[src/crp_defs.vh]
`ifndef CRP_DEFS_VH
`define CRP_DEFS_VH

// Address of the word that holds the restart address.
`define CRP_RESET_VECTOR      22'h3FFFC0
// Program counter width and increment per fetched word.
`define CRP_PC_W              22
`define CRP_PC_STEP           22'h000001
// Ratio field values of the external timing clock.
`define CRP_RATIO_FULL        3'h0
// Reset values of the clock output configuration (divide by four).
`define CRP_RATIO_RST         3'h1
`define CRP_HALF_RST          1'h1
`define CRP_DISABLE_RST       1'h0
// Width and terminal value of the oscillator cycle counter for the pin drive.
`define CRP_WD_CNT_W          10
`define CRP_WD_LAST           10'h1FF
`define CRP_WD_ZERO           10'h000
// Divider counter width, reset value and bit positions for /2 and /4.
`define CRP_DIV_W             2
`define CRP_DIV_ZERO          2'h0
`define CRP_DIV_ONE           2'h1
`define CRP_DIV2_BIT          0
`define CRP_DIV4_BIT          1
// Sequencer state codes.
`define CRP_ST_W              2
`define CRP_ST_VECTOR         2'h0
`define CRP_ST_HOLD           2'h1
`define CRP_ST_RUN            2'h2

`endif

[src/crp_sync2.v]
`timescale 1ns/100ps

module crp_sync2 #(
  parameter       WIDTH   = 1,
  parameter [0:0] RST_VAL = 1'h0
) (
  input  wire             clk,
  input  wire             rst_n,
  input  wire [WIDTH-1:0] async_in,
  output wire [WIDTH-1:0] sync_out
);

  reg [WIDTH-1:0] meta_ff;
  reg [WIDTH-1:0] sync_ff;

  // Two flip-flops in series; only the second one is visible outside.
  always @(posedge clk)
  begin
    if (!rst_n)
    begin
      meta_ff <= {WIDTH{RST_VAL}};
      sync_ff <= {WIDTH{RST_VAL}};
    end
    else
    begin
      meta_ff <= async_in;
      sync_ff <= meta_ff;
    end
  end

  assign sync_out = sync_ff;

endmodule // crp_sync2

[src/crp_clock_reset_pins.v]
// Overview of operation
// - The clock output runs at the system clock rate, half or a quarter of it, chosen by the ratio field and the half select bit.
// - After reset the clock output runs at a quarter of the system clock until a new selection is written.
// - Writing the disable bit as one stops the clock output from toggling.
// - The clock output pin stays actively driven during reset and is never released.
// - While the reset pin is low all instruction execution is stopped.
// - During reset the program counter is loaded with the address stored at location 0x3FFFC0.
// - When the reset pin returns high, fetching and execution start at the program counter.
// - A watchdog reset drives the reset pin low for exactly 512 oscillator clock cycles and then releases it.
// - The reset pin is only ever pulled low, the high level comes from a pullup, and outside drivers should be open drain too.
`timescale 1ns/100ps
`include "crp_defs.vh"

module crp_clock_reset_pins (
  input  wire                    clk,
  input  wire                    rst_n,
  input  wire                    cfg_wr,
  input  wire [2:0]              cfg_ext_timing_clock_ratio,
  input  wire                    cfg_clock_out_half_select,
  input  wire                    cfg_clock_out_disable,
  output wire [2:0]              ext_timing_clock_ratio,
  output wire                    clock_out_half_select,
  output wire                    clock_out_disable,
  output wire                    clock_out_pin,
  output wire                    clock_out_pin_oe_n,
  input  wire                    oscillator_clock,
  input  wire                    wdog_reset_req,
  input  wire                    reset_pin_n_in,
  output wire                    reset_pin_n_out,
  output wire                    reset_pin_n_oe_n,
  output wire                    core_reset_n,
  output wire                    exec_en,
  output wire                    mem_req,
  output wire [`CRP_PC_W-1:0]    mem_addr,
  input  wire                    mem_ack,
  input  wire [`CRP_PC_W-1:0]    mem_rdata,
  output wire [`CRP_PC_W-1:0]    pc
);

  reg  [2:0]               ratio_ff;
  reg                      half_ff;
  reg                      disable_ff;
  reg  [`CRP_DIV_W-1:0]    div_cnt_ff;
  reg                      div_out_ff;
  reg                      nxt_div_out;
  reg                      osc_prev_ff;
  reg                      drive_ff;
  reg  [`CRP_WD_CNT_W-1:0] wd_cnt_ff;
  reg  [`CRP_ST_W-1:0]     state_ff;
  reg  [`CRP_ST_W-1:0]     nxt_state;
  reg  [`CRP_PC_W-1:0]     pc_ff;
  reg  [`CRP_PC_W-1:0]     nxt_pc;
  reg                      core_rst_n_ff;
  reg                      exec_en_ff;
  wire [1:0]               pin_sync;
  wire                     pin_high;
  wire                     osc_sync;
  wire                     osc_rise;
  wire                     div_by_one;
  wire                     div_by_two;
  wire                     in_reset;

  // Both pin inputs come from outside the clock domain.
  crp_sync2 #(
    .WIDTH   (2),
    .RST_VAL (1'h1)
  ) u_pin_sync (
    .clk      (clk),
    .rst_n    (rst_n),
    .async_in ({oscillator_clock, reset_pin_n_in}),
    .sync_out (pin_sync)
  );

  assign pin_high = pin_sync[0];
  assign osc_sync = pin_sync[1];
  assign osc_rise = osc_sync & ~osc_prev_ff;

  // Internal reset follows the pin level, whoever pulls it low.
  assign in_reset = ~pin_high | drive_ff;

  // Clock output configuration, back to divide by four on any reset.
  always @(posedge clk)
  begin
    if (!rst_n || in_reset)
    begin
      ratio_ff   <= `CRP_RATIO_RST;
      half_ff    <= `CRP_HALF_RST;
      disable_ff <= `CRP_DISABLE_RST;
    end
    else if (cfg_wr)
    begin
      ratio_ff   <= cfg_ext_timing_clock_ratio;
      half_ff    <= cfg_clock_out_half_select;
      disable_ff <= cfg_clock_out_disable;
    end
  end

  assign ext_timing_clock_ratio = ratio_ff;
  assign clock_out_half_select  = half_ff;
  assign clock_out_disable      = disable_ff;

  // Any nonzero ratio halves the timing clock; half select halves it again.
  assign div_by_one = (ratio_ff == `CRP_RATIO_FULL) & ~half_ff;
  assign div_by_two = (ratio_ff == `CRP_RATIO_FULL) ^ ~half_ff;

  // Free running divider; only a power-on reset clears it.
  always @(posedge clk)
  begin
    if (!rst_n)
    begin
      div_cnt_ff <= `CRP_DIV_ZERO;
      div_out_ff <= 1'h0;
    end
    else
    begin
      div_cnt_ff <= div_cnt_ff + `CRP_DIV_ONE;
      div_out_ff <= nxt_div_out;
    end
  end

  // Select the registered divided phase; a stopped output sits low.
  always @*
  begin
    if (disable_ff)
      nxt_div_out = 1'h0;
    else if (div_by_two)
      nxt_div_out = ~div_cnt_ff[`CRP_DIV2_BIT];
    else
      nxt_div_out = div_cnt_ff[`CRP_DIV4_BIT];
  end

  // Full rate passes the system clock itself through the output mux.
  assign clock_out_pin = div_by_one ? (clk & ~disable_ff) : div_out_ff;
  // The pin is driven at all times, reset included.
  assign clock_out_pin_oe_n = 1'h0;

  // Watchdog drive of the reset pin, timed in oscillator rising edges.
  always @(posedge clk)
  begin
    if (!rst_n)
    begin
      osc_prev_ff <= 1'h1; // Same as the synchroniser, so no false rise.
      drive_ff    <= 1'h0;
      wd_cnt_ff   <= `CRP_WD_ZERO;
    end
    else
    begin
      osc_prev_ff <= osc_sync;
      if (!drive_ff)
      begin
        if (wdog_reset_req)
        begin
          drive_ff  <= 1'h1;
          wd_cnt_ff <= `CRP_WD_ZERO;
        end
      end
      else if (osc_rise)
      begin
        if (wd_cnt_ff == `CRP_WD_LAST)
        begin
          drive_ff  <= 1'h0;
          wd_cnt_ff <= `CRP_WD_ZERO;
        end
        else
          wd_cnt_ff <= wd_cnt_ff + {{(`CRP_WD_CNT_W-1){1'h0}}, 1'h1};
      end
    end
  end

  // Open drain: the output data is always low, only the enable moves.
  assign reset_pin_n_out  = 1'h0;
  assign reset_pin_n_oe_n = ~drive_ff;

  // Next state and program counter of the restart sequencer.
  always @*
  begin
    nxt_state = state_ff;
    nxt_pc    = pc_ff;
    case (state_ff)
      `CRP_ST_VECTOR:
      begin
        if (mem_ack)
        begin
          nxt_pc    = mem_rdata;
          nxt_state = `CRP_ST_HOLD;
        end
      end
      `CRP_ST_HOLD:
      begin
        if (!in_reset)
          nxt_state = `CRP_ST_RUN;
      end
      `CRP_ST_RUN:
      begin
        if (mem_ack)
          nxt_pc = pc_ff + `CRP_PC_STEP;
      end
      default:
      begin
        nxt_state = `CRP_ST_VECTOR;
      end
    endcase
    if (in_reset && state_ff == `CRP_ST_RUN)
      nxt_state = `CRP_ST_VECTOR;
  end

  // Sequencer registers and the registered core controls.
  always @(posedge clk)
  begin
    if (!rst_n)
    begin
      state_ff      <= `CRP_ST_VECTOR;
      pc_ff         <= `CRP_RESET_VECTOR;
      core_rst_n_ff <= 1'h0;
      exec_en_ff    <= 1'h0;
    end
    else
    begin
      state_ff      <= nxt_state;
      pc_ff         <= nxt_pc;
      core_rst_n_ff <= ~in_reset;
      exec_en_ff    <= (nxt_state == `CRP_ST_RUN);
    end
  end

  // Vector read while held in reset, instruction fetch while running.
  assign mem_req  = (state_ff == `CRP_ST_VECTOR) ||
                    (state_ff == `CRP_ST_RUN && !in_reset);
  assign mem_addr = (state_ff == `CRP_ST_VECTOR) ? `CRP_RESET_VECTOR
                                                 : pc_ff;

  assign core_reset_n = core_rst_n_ff;
  assign exec_en      = exec_en_ff;
  assign pc           = pc_ff;

endmodule // crp_clock_reset_pins

[config.mk]
export PLATFORM = sky130hd
export DESIGN_NAME = crp_clock_reset_pins
export DESIGN_NICKNAME = d
export VERILOG_FILES = /design/src/crp_sync2.v /design/src/crp_clock_reset_pins.v
export VERILOG_INCLUDE_DIRS = /design/src
export SDC_FILE = /design/constraint.sdc
export NUM_CORES = 1
export LEC_CHECK = 0
export ABC_CLOCK_PERIOD_IN_PS = 1900
export BUFFER_PORTS_ARGS = -buffer_cell sky130_fd_sc_hd__buf_2
export CORE_ASPECT_RATIO = 1.75
export CORE_MARGIN = 10
export CORE_UTILIZATION = 50
export CTS_BUF_LIST = sky130_fd_sc_hd__clkbuf_16
export DETAILED_ROUTE_END_ITERATION = 8
export HOLD_SLACK_MARGIN = 0.15
export PLACE_DENSITY = 0.77
export SLEW_MARGIN = 30
export SYNTH_ARGS = -nofsm -noshare
export SYNTH_HDL_FRONTEND = slang
export SYNTH_HIERARCHICAL = 1
export SYNTH_SLANG_ARGS = --single-unit
[constraint.sdc]
create_clock -name clk -period 1.9 [get_ports clk]
set_input_delay 0.095 -clock clk [delete_from_list [all_inputs] [get_ports clk]]
set_output_delay 0.095 -clock clk [all_outputs]
set_load 0.01 [all_outputs]
## Word-level counts from Yosys, hierarchy flattened

Cells that the tools add are included.

- Add/subtract/negate cells: 3
- Equality and inequality tests: 7
- Muxes and demuxes: 18
- Bitwise logic cells: 13
- Reductions and logical operators: 13

Operator list:

| kind | number |
|---|---|
| 22-bit two-way mux | 3 |
| 22-bit one-hot mux with 2 select lines | 1 |
| 10-bit two-way mux | 4 |
| 22-bit by 1-bit adder with 22-bit output, second input constant | 1 |
| 10-bit by 1-bit adder with 10-bit output, second input constant | 1 |
| 10-bit by 9-bit equality test with 1-bit output, second input constant | 1 |
| 1-bit inverter | 8 |
| 1-bit two-way mux | 6 |
| 2-bit two-way mux | 3 |
| 2-bit one-hot mux with 3 select lines | 1 |
| 2-bit equality test, second input constant | 2 |
| 2-bit inequality test, second input constant | 2 |
| 2-bit nonzero test | 2 |
| 1-bit AND | 3 |
| 3-bit zero test | 1 |
| 3-bit AND reduction | 1 |
| 2-bit by 1-bit adder with 2-bit output, second input constant | 1 |
| 2-bit by 1-bit equality test with 1-bit output, second input constant | 1 |
| 1-bit logical AND | 2 |
| 1-bit zero test | 2 |
| 2-bit zero test | 1 |
| 1-bit logical OR | 2 |
| 2-bit by 1-bit inequality test with 1-bit output, second input constant | 1 |
| 2-bit AND reduction | 1 |
| 3 further kinds | 3 |

- Flip-flop bits (word level): 50
- Input port bits: 34
- Output and inout bits: 56
- Word-level logic and storage cells: 68

## Depth between registers and ports, before layout

- Depth in word-level cells: 6
- Gate-level depth with buffers: 6
- Gate-level depth less buffers: 5

## Hierarchy

Netlist, hierarchy kept.

By module, submodules not included:

| module | times used | cells an instance | area an instance (um^2) | sequential area each (um^2) |
|---|---|---|---|---|
| crp_clock_reset_pins | 1 | 328 | 2586.2 | 920.9 |
| crp_sync2 | 1 | 8 | 105.1 | 80.1 |

==> metrics.md <==
| Metric | Value |
|---|---|
| WL/cell | `17.1 um` |
| Netlist cell types | `56` |
| Rows | `35` |
| Post-synth EDFFs | `0` |
| Cell with the most instances after synthesis | `dfxtp_1` |
| Synthesized area per cell | `8.01 um2` |
| Input/output buffers | `87` |
| Synth top area share | `37.2%` |
| Leakage power | `1.60 nW` |
| Cell taking the most area after synthesis | `dfxtp_1` |
| Largest net degree at the start of global routing | `38` |
| Max FO, Critical Path | `9` |
| Total power | `2.99 mW` |
| Crit. Startpoint | `pc[1]` |
| Top cells by instance count after synthesis | `50 x dfxtp_1, 32 x nor2_1, 21 x a21oi_1` |
| DRC Markers | `0` |
| Placer Congestion | `0.901` |
| Starting density of the core | `51.2%` |
| Main synth FF type | `dfxtp_1` |
| Final net count | `507` |
| Syn. warnings | `6` |
| Critical Path End Type | `flop` |
| Worst Setup Start Kind | `flop` |
| Least-Margin Pin Slew | `580 ps` |
| CP required | `2200 ps` |
| Final wirelength | `8980 um` |
| First-pass DRT Iterations | `5` |
| IO Count | `90` |
| Hold Path Origin | `mem_rdata[21]` |
| GRT Total Usage | `20.7%` |
| Die Y-Extent | `117 um` |
| Sequential power share | `39.2%` |
| Layout area overhead | `43.8%` |
| Die area | `0.00883 mm2` |
| Slowest-stage cell, CP | `nor4_1` |
| RSZ-0062 raised after global routing | `no` |
| Psw | `0.844 mW` |
| Syn Inst Count | `336` |
| Diode count | `0` |
| Min-Delay Path Class | `in2reg` |
| Via count | `3126` |
| Maxcap violations | `0` |
| DIE WIDTH | `75.5 um` |
| Max Transition Viols Final | `0` |
| Layout cells sized above 1 | `29.9%` |
| Core area | `0.00526 mm2` |
| Max VDD drop | `0.000652 V` |
| Vias in the first global route | `3098` |
| Worst skew pair latency | `400 ps` |
| Sw Share | `28.2%` |
| Post-DP Area | `0.00327 mm2` |
| Crit path kind | `reg2reg` |
| Mapped Area | `0.00269 mm2` |
| Yosys reg bits | `50` |
| Clock transition at the registers of the reported paths | `70 ps` |
| CTS tree | `done` |
| Worst path arrival time | `2080 ps` |
| Design Area, Final | `0.00387 mm2` |
| Pwr dens | `772 mW/mm2` |
| Sequential share of the synthesized area | `37.2%` |
| First-pass GRT wire length | `14700 um` |
| Status | `complete, no violations` |
| Hold Slack | `183 ps` |
| Internal power | `2.14 mW` |
| Final Hold Viols | `0` |
| Final worst path period share | `94.2%` |
| 1st-iter DRT viols | `353` |
| GRT overflow | `0` |
| Vias/cell | `5.94` |
| Crit-path max cell delay | `420 ps` |
| Antenna viol nets, final | `0` |
| Initial antenna violation count | `0` |
| Async set or reset register ratio after synthesis | `0%` |
| Combinational share of power | `18.9%` |
| Fmax | `559 MHz` |
| Worst r2r src | `pc[1]` |
| Postcts setup bufs | `0` |
| Clk pwr share | `41.9%` |
| Final HPWL from detailed placement | `6320 um` |
| Max-Slew Margin vs Limit | `61.3%` |
| Critical path, cell by cell | `ha_1 -> nand3_2 -> buf_4 -> nor4_1 -> a31oi_1 -> o32a_1` |
| TNS Setup | `0 ps` |
| Fin crit period | `1790 ps` |
| Final setup fails | `0` |
| Clock Skew | `4.15 ps` |
| Synth top area cells | `dfxtp_1 37%, nor2_1 4.5%, a21oi_1 3.9%` |
## layout by cell type (no fill, tap or decap), types with 3 or more instances in the layout
master	Yosys	layout
or2_2	14	14
nand3_2	2	3
o21ai_0	18	18
a211oi_1	11	11
nand3_1	12	11
buf_4	2	18
nor2b_1	7	7
nor4_1	10	10
ha_1	3	3
inv_1	9	9
clkbuf_16	0	8
nor2_1	32	31
a21oi_1	21	21
o21a_1	4	4
nand4_1	7	7
o32ai_1	4	4
dfxtp_1	50	50
nor3_1	15	15
dlygate4sd3_1	0	36
a31oi_1	5	5
nand2b_1	8	8
o21ai_1	7	7
mux2i_1	10	10
or3_1	7	7
nand2_1	20	20
buf_2	1	87
## path summary, 6_finish.rpt
path | cells after the start | slack, ps | end
hold / removal | 4 | 180 | pc[21]
setup / recovery | 6 | 110 | pc[14]
hold reg to reg | 1 | 420 | u_pin_sync/sync_out[0]
setup reg to reg | 6 | 110 | pc[14]
## metal layers
metal  wire, um  GRT usage [%]
met4        227           9.46
met3        664           5.15
met1       3430           23.0
met5          0              0
met2       4660           35.7
## stage by stage
| stage | util (%) | setup WS (ps) | instances |
|---|---|---|---|
| final | 73.7 | 111 | 526 |
| after global routing | 73.7 | 10.8 | 526 |
| after CTS | 73.6 | 61.7 | 526 |
| after detailed placement | 62.3 | 160 | 479 |
| after global placement | 62.3 | 197 | 479 |
| after floorplan | - | 64.9 | 337 |
## critical path, delay by kind of cell (launching register included)
kind / cells / cell delay [ps]
simple gates: 2 / 510
flops: 1 / 410
compound gates: 2 / 350
fa+ha+maj: 1 / 230
buf+inv: 1 / 180
## cell type report
cell class,count,area (um2)
Tap cell,55,68.8
Clock buffer,9,205
Sequential cell,50,1000
Timing Repair Buffer,141,946
Clock inverter,3,28.8
Inverter,11,41.3
Fill cell,415,1380
Multi-Input combinational cell,257,1580
## state kept, by name, indices dropped and copies added, names as in the netlist
name                    cells
state_ff                    2
u_pin_sync/sync_out         2
wd_cnt_ff                  10
clock_out_disable           1
ext_timing_clock_ratio      3
osc_prev_ff                 1
u_pin_sync/meta_ff          2
div_cnt_ff                  2
clock_out_half_select       1
core_reset_n                1
div_out_ff                  1
drive_ff                    1
pc                         22
exec_en                     1
## power groups by stage
stage	sequential [mW]	combinational, mW	clock [mW]
after floorplan	1.20	0.270	0.00276
after global placement	1.19	0.485	0.00453
after detailed placement	1.19	0.494	0.00453
after CTS	1.17	0.557	1.26
after global routing	1.18	0.621	1.31
final	1.17	0.564	1.25
## timing repair
action | CTS | global route
endpoints found under the hold margin | 31 | 0
cloned | 0 | 0
gates resized for setup | 1 | 1
hold buffers | 36 | 0
setup endpoints to repair | 19 | 1
## logic make-up after synthesis
family / share of synthesized area [%]
simple gates: 30.6
compound gates: 21.8
xor+xnor: 0.651
fa+ha+maj: 1.39
flops: 37.2
other cells: 0.139
mux: 3.72
buf+inv: 4.51
(Power assumes the default switching activity.)
